[src/logic/spfu_params.svh]
/*
 * Timing counts, field positions and the exponent bias of the single precision float unit.
 * Assumes a 100 MHz core clock and 32-bit operands of sign, 8-bit exponent, 23-bit fraction.
 */
// Functional notes
// - A bus request with more than 8 us still to run aborts the instruction.
// - After an abort the program counter still addresses the aborted instruction.
// - Floating work never delays direct memory transfer requests.
// - Interrupt requests are granted only at instruction boundaries.
// - Exactly four operations: add, subtract, multiply, divide.
// - Words hold sign, exponent and fraction; binary point left of fraction top.
// - Normalize by shifting left until top bit is one, exponent minus one each.
// - Add and subtract shift the smaller-exponent fraction right until exponents match.
// - Multiply multiplies fractions and adds exponents.
// - Divide divides fractions and subtracts exponents.
// - Exponents are biased by octal 200, covering -128 to +127.
// - Fractions are sign-magnitude, never two's complement.
// - Every result rounds away from zero.
// - An operand with zero exponent is zero whatever its other bits.
// - A zero result is a word of 32 cleared bits.
// - Time is a base per operation plus per-shift alignment and normalization costs.
`ifndef SPFU_PARAMS_SVH
`define SPFU_PARAMS_SVH
`define SPFU_CLK_NS      10
`define SPFU_T_ADD_NS    18780
`define SPFU_T_SUB_NS    19080
`define SPFU_T_MUL_NS    29000
`define SPFU_T_DIV_NS    46270
`define SPFU_T_ALIGN_NS  300
`define SPFU_T_NORM_NS   340
`define SPFU_T_ABORT_NS  8000
`define SPFU_CYC_UP(ns)  (((ns) + `SPFU_CLK_NS - 1) / `SPFU_CLK_NS)
`define SPFU_CYC_DN(ns)  ((ns) / `SPFU_CLK_NS)
`define SPFU_SIGN_BIT    31
`define SPFU_EXP_HI      30
`define SPFU_EXP_LO      23
`define SPFU_EXP_BIAS    11'sh080
`define SPFU_EXP_MAX     11'sh0ff
`define SPFU_DIV_STEPS   5'h1b
`define SPFU_PC_STEP     16'h0002
`endif

[src/logic/spfu_pkg.sv]
/*
 * Types of the single precision float unit: operations, states, request and answer.
 * Assumes the host fetches both operands before it raises a request.
 */
`default_nettype none
package spfu_pkg;
    typedef enum logic [1:0] {
        float_add_op      = 2'h0,
        float_subtract_op = 2'h1,
        float_multiply_op = 2'h2,
        float_divide_op   = 2'h3
    } spfu_op_t;

    typedef enum logic [6:0] {
        st_idle  = 7'h01,
        st_align = 7'h02,
        st_comb  = 7'h04,
        st_div   = 7'h08,
        st_norm  = 7'h10,
        st_rnd   = 7'h20,
        st_pad   = 7'h40
    } spfu_state_t;

    typedef struct packed {
        spfu_op_t    op;
        logic [15:0] pc;
        logic [31:0] a;
        logic [31:0] b;
    } spfu_req_t;

    typedef struct packed {
        logic [31:0] word;
        logic        ovf;
        logic        unf;
        logic        dvz;
    } spfu_rsp_t;

    typedef struct packed {
        spfu_state_t        st;
        spfu_op_t           op;
        logic [15:0]        pc;
        logic               sa;
        logic               sb;
        logic               dz;
        logic [7:0]         ea;
        logic [7:0]         eb;
        logic [26:0]        ma;
        logic [26:0]        mb;
        logic [26:0]        m;
        logic               sr;
        logic signed [10:0] ew;
        logic               stk;
        logic [4:0]         cnt;
        logic [15:0]        tmr;
    } spfu_work_t;
endpackage
`default_nettype wire

[src/logic/spfu_top.sv]
/*
 * Single precision floating add, subtract, multiply and divide unit.
 * Assumes the host presents both operands with a one-cycle start at an instruction
 * boundary and keeps bus arbitration; the unit only answers with grants.
 */
`timescale 1ns/1ps
`default_nettype none
`include "spfu_params.svh"
module spfu_top
    import spfu_pkg::*;
#(
    parameter int ADD_CYC   = `SPFU_CYC_UP(`SPFU_T_ADD_NS),
    parameter int SUB_CYC   = `SPFU_CYC_UP(`SPFU_T_SUB_NS),
    parameter int MUL_CYC   = `SPFU_CYC_UP(`SPFU_T_MUL_NS),
    parameter int DIV_CYC   = `SPFU_CYC_UP(`SPFU_T_DIV_NS),
    parameter int ALIGN_CYC = `SPFU_CYC_UP(`SPFU_T_ALIGN_NS),
    parameter int NORM_CYC  = `SPFU_CYC_UP(`SPFU_T_NORM_NS),
    parameter int ABORT_CYC = `SPFU_CYC_DN(`SPFU_T_ABORT_NS)
) (
    input  wire logic      core_clk,
    input  wire logic      srst,
    input  wire logic      clk_en,
    input  wire logic      start,
    input  wire spfu_req_t req,
    input  wire logic      bus_interrupt_request,
    input  wire logic      direct_transfer_request,
    output var  logic      busy_q,
    output var  logic      done_q,
    output var  logic      aborted_q,
    output var  spfu_rsp_t rsp_q,
    output var  logic [15:0] next_pc_q,
    output var  logic      irq_grant_q,
    output var  logic      dma_grant_q
);
    if (ADD_CYC < 64 || SUB_CYC < 64 || MUL_CYC < 64 || DIV_CYC < 64 ||
        ADD_CYC > 40000 || SUB_CYC > 40000 || MUL_CYC > 40000 || DIV_CYC > 40000 ||
        ALIGN_CYC < 1 || ALIGN_CYC > 64 || NORM_CYC < 1 || NORM_CYC > 256 ||
        ABORT_CYC < 1 || ABORT_CYC > 40000) begin : g_bad_cfg
        $error("spfu_top: cycle count parameters out of range");
    end

    // Counts narrowed to the width of the budget counter; the range check keeps them exact.
    localparam logic [15:0] ABORT16 = 16'(ABORT_CYC);
    localparam logic [15:0] ALIGN16 = 16'(ALIGN_CYC);
    localparam logic [15:0] NORM16  = 16'(NORM_CYC);

    spfu_work_t w_q;
    spfu_work_t w_d;

    // Operand unpacking; a zero exponent forces a zero fraction.
    logic [7:0]  a_exp;
    logic [7:0]  b_exp;
    logic        za;
    logic        zb;
    logic [26:0] a_man;
    logic [26:0] b_man;
    assign a_exp = req.a[`SPFU_EXP_HI:`SPFU_EXP_LO];
    assign b_exp = req.b[`SPFU_EXP_HI:`SPFU_EXP_LO];
    assign za    = (a_exp == 8'h00);
    assign zb    = (b_exp == 8'h00);
    assign a_man = za ? 27'h0 : {2'b01, req.a[22:0], 2'b00};
    assign b_man = zb ? 27'h0 : {2'b01, req.b[22:0], 2'b00};

    logic [15:0] base_cyc;
    assign base_cyc = (req.op == float_add_op)      ? 16'(ADD_CYC) :
                      (req.op == float_subtract_op) ? 16'(SUB_CYC) :
                      (req.op == float_multiply_op) ? 16'(MUL_CYC) : 16'(DIV_CYC);

    logic signed [10:0] ea_s;
    logic signed [10:0] eb_s;
    assign ea_s = $signed({3'h0, a_exp});
    assign eb_s = $signed({3'h0, b_exp});

    // Shared arithmetic on the working operands.
    logic        is_as;
    logic        sb_eff;
    logic        a_ge_b;
    logic [26:0] sum;
    logic [26:0] dif_ab;
    logic [26:0] dif_ba;
    logic [47:0] prod;
    assign is_as  = (w_q.op == float_add_op) || (w_q.op == float_subtract_op);
    assign sb_eff = w_q.sb ^ (w_q.op == float_subtract_op);
    assign a_ge_b = (w_q.ma >= w_q.mb);
    assign sum    = w_q.ma + w_q.mb;
    assign dif_ab = w_q.ma - w_q.mb;
    assign dif_ba = w_q.mb - w_q.ma;
    assign prod   = w_q.ma[25:2] * w_q.mb[25:2];

    logic [26:0] rem_nx;
    assign rem_nx = a_ge_b ? dif_ab : w_q.ma;

    // Rounding away from zero: any lost bit raises the magnitude by one unit.
    logic               inexact;
    logic [24:0]        rsum;
    logic signed [10:0] ew_fin;
    logic [22:0]        frac_fin;
    logic               r_zero;
    logic               r_ovf;
    logic               r_unf;
    spfu_rsp_t          rsp_fin;
    assign inexact  = w_q.stk | (|w_q.m[1:0]);
    assign rsum     = {1'b0, w_q.m[25:2]} + {24'h0, inexact};
    assign ew_fin   = w_q.ew + $signed({10'h0, rsum[24]});
    assign frac_fin = rsum[24] ? 23'h0 : rsum[22:0];
    assign r_zero   = (w_q.m == 27'h0) || w_q.dz;
    assign r_ovf    = !r_zero && (ew_fin > `SPFU_EXP_MAX);
    assign r_unf    = !r_zero && (ew_fin < 11'sh001);
    assign rsp_fin.word = (r_zero || r_ovf || r_unf) ? 32'h0 :
                          {w_q.sr, ew_fin[7:0], frac_fin};
    assign rsp_fin.ovf  = r_ovf;
    assign rsp_fin.unf  = r_unf;
    assign rsp_fin.dvz  = w_q.dz;

    // The budget counter holds the cycles left; a bus request while more than the abort
    // budget remains abandons the instruction so that the host can fetch it again.
    logic [15:0] tmr_dec;
    logic        busy_st;
    logic        far_br;
    logic        fin;
    assign tmr_dec = w_q.tmr - {15'h0, (w_q.tmr != 16'h0)};
    assign busy_st = (w_q.st != st_idle);
    assign far_br  = busy_st && bus_interrupt_request && (w_q.tmr > ABORT16);
    assign fin     = (w_q.st == st_pad) && (w_q.tmr == 16'h0);

    always_comb begin
        w_d     = w_q;
        w_d.tmr = tmr_dec;
        unique case (w_q.st)
            st_idle: begin
                if (start) begin
                    w_d.op  = req.op;
                    w_d.pc  = req.pc;
                    w_d.sa  = req.a[`SPFU_SIGN_BIT];
                    w_d.sb  = req.b[`SPFU_SIGN_BIT];
                    w_d.dz  = zb && (req.op == float_divide_op);
                    w_d.ea  = za ? b_exp : a_exp;
                    w_d.eb  = zb ? a_exp : b_exp;
                    w_d.ma  = a_man;
                    w_d.mb  = b_man;
                    w_d.m   = 27'h0;
                    w_d.stk = 1'b0;
                    w_d.sr  = req.a[`SPFU_SIGN_BIT] ^ req.b[`SPFU_SIGN_BIT];
                    w_d.cnt = (req.op == float_divide_op) ? `SPFU_DIV_STEPS : 5'h0;
                    w_d.tmr = base_cyc;
                    w_d.ew  = (req.op == float_divide_op) ? ea_s - eb_s + `SPFU_EXP_BIAS :
                              ea_s + eb_s - `SPFU_EXP_BIAS;
                    w_d.st  = (req.op == float_multiply_op) ? st_comb :
                              (req.op == float_divide_op)   ? st_div  : st_align;
                end
            end
            st_align: begin
                if (w_q.ea == w_q.eb) begin
                    w_d.st = st_comb;
                end else begin
                    if (w_q.ea < w_q.eb) begin
                        w_d.stk = w_q.stk | w_q.ma[0];
                        w_d.ma  = {1'b0, w_q.ma[26:1]};
                        w_d.ea  = w_q.ea + 8'h01;
                    end else begin
                        w_d.stk = w_q.stk | w_q.mb[0];
                        w_d.mb  = {1'b0, w_q.mb[26:1]};
                        w_d.eb  = w_q.eb + 8'h01;
                    end
                    // The first alignment shift is covered by the base time.
                    if (w_q.cnt != 5'h0) begin
                        w_d.tmr = tmr_dec + ALIGN16;
                    end
                    w_d.cnt = 5'h1;
                end
            end
            st_comb: begin
                w_d.st = st_norm;
                if (is_as) begin
                    w_d.ew = $signed({3'h0, w_q.ea});
                    // Bits lost in alignment belong to the smaller operand, so the true
                    // difference lies just below the kept one; one unit less keeps rounding exact.
                    if (w_q.sa == sb_eff) begin
                        w_d.m  = sum;
                        w_d.sr = w_q.sa;
                    end else if (a_ge_b) begin
                        w_d.m  = dif_ab - {26'h0, w_q.stk};
                        w_d.sr = w_q.sa;
                    end else begin
                        w_d.m  = dif_ba - {26'h0, w_q.stk};
                        w_d.sr = sb_eff;
                    end
                end else begin
                    w_d.m   = {1'b0, prod[47:22]};
                    w_d.stk = |prod[21:0];
                end
            end
            st_div: begin
                w_d.m   = {w_q.m[25:0], a_ge_b};
                w_d.ma  = {rem_nx[25:0], 1'b0};
                w_d.cnt = w_q.cnt - 5'h1;
                if (w_q.cnt == 5'h1) begin
                    w_d.stk = |rem_nx;
                    w_d.st  = st_norm;
                end
            end
            st_norm: begin
                if (w_q.m == 27'h0) begin
                    w_d.st = st_rnd;
                end else if (w_q.m[26]) begin
                    w_d.stk = w_q.stk | w_q.m[0];
                    w_d.m   = {1'b0, w_q.m[26:1]};
                    w_d.ew  = w_q.ew + 11'sh001;
                end else if (!w_q.m[25]) begin
                    w_d.m   = {w_q.m[25:0], 1'b0};
                    w_d.ew  = w_q.ew - 11'sh001;
                    w_d.tmr = tmr_dec + NORM16;
                end else begin
                    w_d.st = st_rnd;
                end
            end
            st_rnd: begin
                w_d.st = st_pad;
            end
            st_pad: begin
                // The rest of the budget is spent here so that each operation takes its full time.
                if (w_q.tmr == 16'h0) begin
                    w_d.st = st_idle;
                end
            end
        endcase
        if (far_br) begin
            w_d.st = st_idle;
        end
    end

    always_ff @(posedge core_clk) begin
        if (srst) begin
            w_q         <= '0;
            w_q.st      <= st_idle;
            busy_q      <= 1'b0;
            done_q      <= 1'b0;
            aborted_q   <= 1'b0;
            rsp_q       <= '0;
            next_pc_q   <= 16'h0;
            irq_grant_q <= 1'b0;
            dma_grant_q <= 1'b0;
        end else if (clk_en) begin
            w_q         <= w_d;
            busy_q      <= (w_d.st != st_idle);
            done_q      <= fin;
            aborted_q   <= far_br;
            // Transfer grants follow their request in every state, so floating work adds no delay.
            dma_grant_q <= direct_transfer_request;
            // Interrupts wait for the idle state, which is the end of an instruction.
            irq_grant_q <= bus_interrupt_request && !busy_st && !start;
            // An instruction abandoned no later than its rounding step leaves the previous result in place.
            if ((w_q.st == st_rnd) && !far_br) begin
                rsp_q <= rsp_fin;
            end
            if (fin) begin
                next_pc_q <= w_q.pc + `SPFU_PC_STEP;
            end else if (far_br) begin
                next_pc_q <= w_q.pc;
            end
        end
    end

    logic [30:0] trunc_mag;
    assign trunc_mag = {w_q.ew[7:0], w_q.m[24:2]};
endmodule
`default_nettype wire

[config.mk]
export PLATFORM = sky130hd
export DESIGN_NAME = spfu_top
export DESIGN_NICKNAME = d
export VERILOG_FILES = /design/src/logic/spfu_pkg.sv /design/src/logic/spfu_top.sv
export VERILOG_INCLUDE_DIRS = /design/src /design/src/logic
export SDC_FILE = /design/constraint.sdc
export NUM_CORES = 2
export LEC_CHECK = 0
export BUFFER_PORTS_ARGS = -buffer_cell sky130_fd_sc_hd__buf_2
export CELL_PAD_IN_SITES_DETAIL_PLACEMENT = 0
export CELL_PAD_IN_SITES_GLOBAL_PLACEMENT = 2
export CORE_MARGIN = 2
export CORE_UTILIZATION = 40
export CTS_CLUSTER_SIZE = 24
export DETAILED_ROUTE_END_ITERATION = 12
export HOLD_SLACK_MARGIN = 0.03
export PLACE_DENSITY = 0.84
export REMOVE_ABC_BUFFERS = 1
export SYNTH_ARGS = -nofsm -noshare
export SYNTH_HDL_FRONTEND = slang
export SYNTH_SLANG_ARGS = --single-unit
[constraint.sdc]
create_clock -name core_clk -period 9.1 [get_ports core_clk]
set_input_delay 1.365 -clock core_clk [delete_from_list [all_inputs] [get_ports core_clk]]
set_output_delay 1.365 -clock core_clk [all_outputs]
set_load 0.02 [all_outputs]
* Yosys cells after proc, flatten, opt, wreduce, memory -nomap -nowiden
Cells that the tools add are included.
** Word-level totals
- Bits in registers :: 215
- Latch bits :: 0
- Bits in writable memories :: 0
- Bits in read-only memories :: 0
- Input port bits :: 88
- Output and inout bits :: 56
- Memories kept :: 0
** Operators by class
- $add $sub $neg :: 20
- $mul :: 1
- Div/mod/pow operators :: 0
- Order comparisons :: 5
- Equality and inequality tests :: 26
- Shift-type cells :: 0
- Muxes and demuxes :: 58
- Bitwise logic cells :: 6
- Reductions and logical operators :: 47
** Operators by type and width (number)
- $mux 159 :: 1
- $mux 27 :: 5
- $pmux 27 s4 :: 1
- $mux 26 :: 4
- $mux 16 :: 6
- $pmux 27 s3 :: 1
- $mux 70 :: 1
- $mux 28 :: 2
- $pmux 27 s2 :: 1
- $sub 27x1->27 :: 2
- $sub 27x27->27 :: 2
- $mux 7 :: 7
- $pmux 7 s7 :: 1
- $mul 24x24->48 :: 1
- $pmux 16 s3 :: 1
- $mux 13 :: 3
- $mux 11 :: 3
- $pmux 11 s3 :: 1
- $mux 32 :: 1
- $mux 8 :: 4
- $pmux 16 s2 :: 1
- $add 27x27->27 :: 1
- $ge 27x27->1 :: 1
- $logic_not 27->1 :: 1
- 64 further kinds :: 111

* Longest topological paths before layout
- Word-level depth :: 9
- Mapped depth :: 30

* Worst setup path before layout
No wires, ideal clock.
- Path type :: reg2reg
- From :: register w_q[69] (netlist name)
- To :: register w_q, in the netlist trunc_mag[12]
- Data arrival time :: 7.336 ns
- Setup slack :: 1.644 ns
- Stages on the path, launching flop included :: 28
- Period minus slack after synthesis :: 7.456 ns
- Path through :: dfxtp_1 > clkbuf_1 > clkinv_1 > buf_1 > nor2_1 > fa_1 > fa_1 > inv_1 > fa_1 > fa_1 > inv_1 > fa_1 > fa_1 > inv_1 > fa_1 > inv_1 > ha_1 > a21oi_1 > o21ai_0 > a31oi_1 > nand3b_1 > a311o_1 > a31o_2 > a211oi_1 > xnor2_1 > a222oi_1 > nor2_1 > a211o_1
** Between the ends
- Cells in the longest elaborated chain, start to end :: 6
** Ends and longest elaborated chain
- start, declared :: RTL line spfu_top.sv:47 : spfu_work_t w_q;
- start signal, assigned :: RTL line spfu_top.sv:244 : w_q <= w_d;
- $sub 27x27->27, on equally long branches :: RTL line spfu_top.sv:87, spfu_top.sv:86
- $sub 27x1->27, on equally long branches :: RTL line spfu_top.sv:185, spfu_top.sv:182
- $mux 28 :: RTL line spfu_top.sv:181 : end else if (a_ge_b) begin
- $mux 28 :: RTL line spfu_top.sv:178 : if (w_q.sa == sb_eff) begin
- $mux 27 (*) :: RTL line spfu_top.sv:174 : if (is_as) begin
- $pmux 27 s4 (*) :: RTL line spfu_top.sv:129 : unique case (w_q.st)
Mark *: on every way between the ends. The rest lies on a longest branch, timed or not.
A chain may end at the register's enable or synchronous reset.

* Final worst setup path
- From :: register w_q[63] (netlist name)
- To :: register w_q, in the netlist trunc_mag[12]
Same word-level chain as after synthesis.

==> results.cfg <==
[drt]
initialDrtViolationCount = 3357
total_via_count_in_the_routed_design = 34425
finalWirelength_um = 146100
detailedRoute.firstPassIterationCount = 9
wl_per_cell_um = 24.35
drt.antenna.violating_nets = 0
route.detailed.drc = 0
detail_route.vias_per_cell = 5.738

[floorplan]
ioPinCount = 144
dieArea_sq_um = 96110
coreArea_sq_um = 93050
die_x_um = 310.0
start_util_pct = 40.26
fp.dieH_um = 310.0
rows = 112

[grt]
antenna_found_initial = 3
pin_count_of_the_biggest_net_entering_global_routing = 78
global_route.overflow_total = 0
first_global_vias = 34496
grt_first_pass_wirelength_um = 221300
grt_usage_pct = 30.53

[clocking]
worst_skew_pair.late_latency_ns = 0.66
cts_setup_buffers = 0
cts_max_level = 1
root_buffer = clkbuf_16
holdBufCountCts = 0
cts_inserted_buffers = 31
post_cts_resize_count = 0
cts.clk_slew.worst_paths_ns = 0.07
cts_max_path_buffers = 3
cts_tree = yes
cts.sinks = 214

[setup_path]
r2r-start = w_q[63]$_SDFFE_PP0P_
critical_path.max_stage_delay_ns = 0.66
crit_fanout = 21
endpoint_kind = register
cp_data_arrival_time_ns = 8.91
cp_data_required_time_ns = 9.64
path_class = reg -> reg
cp_num_buf_inv = 5
start_kind = register
cp_common_cell = fa_1
crit_slowest_cell = inv_1
timing.critical_path.from = w_q[63]$_SDFFE_PP0P_
cp_top_family = adder cells

[status]
outcome = finished, violations left
violations = capacitance limit, slew limit

[power_and_ir_drop]
irDropWorstVdd_mv = 0.1816
power.density_nw_per_um2 = 167.1
p_leak_nw = 18.52

[yosys]
async_reset_ff_share_pct = 0
postSynthAreaPerCell_sq_um = 7.963
synthDominantAreaCellType = fa_1
ys_warn_count = 0
ys_ff_latch = 214
syn_area_sq_um = 37460
ys_types = 99
synth-seq-area-share_pct = 11.44
synth_edf_count = 0
synth_largest_type_area_fraction_pct = 27.36
synth_area_leaders = fa_1 (27%), dfxtp_1 (11%), ha_1 (11%)
ys_dominant_reg_cell = dfxtp_1
post_synth_inst_count = 4704

[sta]
max_slew_headroom_pct = -3.284
setup-violations-final = 0
max_freq_ghz = 0.1196
tightest_slew_ns = 1.510
setup-tns-final_ns = 0
finalCriticalPeriod_ns = 8.361
rsz0062_at_grt = false
final.hold.worst_slack_ns = 0.4551
final.setup_skew_ns = 0.04305
finalHoldViolations = 0
report.final.slew_viol_count = 3
pnr_worst_setup_slack_ns = 0.7386
post-route-period-util_pct = 91.88

[job]
drv_cap = 1

[worst_hold_path]
hold_path_class = reg -> reg
min-delay-start = w_q[150]$_SDFFE_PP0P_

[final_layout]
layout.cell_area.non_filler_sq_um = 40720
syn_to_final_growth_pct = 8.698
final_core_utilization_pct = 43.76
fin_nets = 5636
final_cell_mix = inv_1 (734), nand2_1 (517), nor2_1 (515), fa_1 (512), ha_1 (317)
commonest_non_fill_non_tap_cell_in_the_layout = inv_1
post_route_cells_drive_above_1_share_pct = 7.778

[place]
place_worst_setup_slack_ns = 0.8294
place.port_buffers = 143
placement.cell_area_sq_um = 39590
gpl.final_weighted_congestion = 0.9564
dp_hpwl_um = 114400
path summary, 6_finish.rpt:
| kind | depth (start not counted) | slack (ns) | to |
|---|---|---|---|
| worst min-delay path | 2 | 0.46 | w_q[150]$_SDFFE_PP0P_ |
| worst min register to register | 2 | 0.46 | w_q[150]$_SDFFE_PP0P_ |
| worst max-delay path | 25 | 0.74 | trunc_mag[12]$_SDFFE_PP0P_ |
| worst max register to register | 25 | 0.74 | trunc_mag[12]$_SDFFE_PP0P_ |
cell type report:
type / instances / area [sq um]
Antenna cell: 2 / 5.005
Clock buffer: 33 / 793.3
Fill cell: 9676 / 52330
Timing Repair Buffer: 255 / 1563
Tap cell: 1254 / 1569
Inverter: 754 / 2830
Multi-Input combinational cell: 3463 / 29340
Sequential cell: 214 / 4284
Clock inverter: 25 / 331.6
registers in the layout, summed over array words and instances, names as in the netlist:
signal	flops
w_q	126
dma_grant_q	1
irq_grant_q	1
trunc_mag	31
rsp_q	35
done_q	1
next_pc_q	16
busy_q	1
rsp_fin	1
aborted_q	1
layer usage:
| metal | routed length (um) | up-vias | track usage, % |
|---|---|---|---|
| li1 | - | 15504 | - |
| met1 | 63020 | 17291 | 41.58 |
| met2 | 66720 | 1376 | 49.80 |
| met3 | 11150 | 254 | 4.918 |
| met4 | 5224 | 0 | 9.089 |
| met5 | 0 | - | 0 |
power by group:
part | leakage, nW | internal [mW] | switching, mW
logic | 16.2 | 1.46 | 2.85
clock network | 0.554 | 0.814 | 0.576
registers | 1.74 | 1.00 | 0.0974
total | 18.5 | 3.28 | 3.53
cell usage after synthesis, drive strengths merged (47+ instances only):
cell	number
xor2	71
nor3	54
inv	741
a21o	47
o21ai	159
fa	512
nor2	517
a22oi	62
nand2	518
a21oi	230
xnor2	151
dfxtp	214
a211oi	103
nand3	61
clkbuf	238
and2	61
ha	317
worst register-to-register path, delay by kind of cell (launching register included):
family	cells	cell delay, ns
AO/OA/AOI/OAI	8	2.53
XOR/XNOR	1	0.13
buffers and inverters	5	0.86
flip-flops	1	0.43
AND/OR/NAND/NOR	3	0.40
adder cells (fa/ha/maj)	8	3.91
cell families (layout without fill, tap and decap cells):
logic type,count (synthesis),count (layout),share of synthesized area [%]
buffers and inverters,1027,1067,10.39
adder cells (fa/ha/maj),829,829,37.95
flip-flops,214,214,11.44
XOR/XNOR,222,222,5.191
multiplexers,27,27,0.7449
other,0,2,0
AND/OR/NAND/NOR,1461,1461,17.43
AO/OA/AOI/OAI,924,924,16.86
through the flow:
step / total power [mW] / cells
after floorplan: 3.855 / 4431
after global placement: 5.317 / 5940
after detailed placement: 5.320 / 5940
after CTS: 6.738 / 5998
after global routing: 7.245 / 5998
final: 6.803 / 6000
Note: power is estimated with default switching activity, not from simulation.
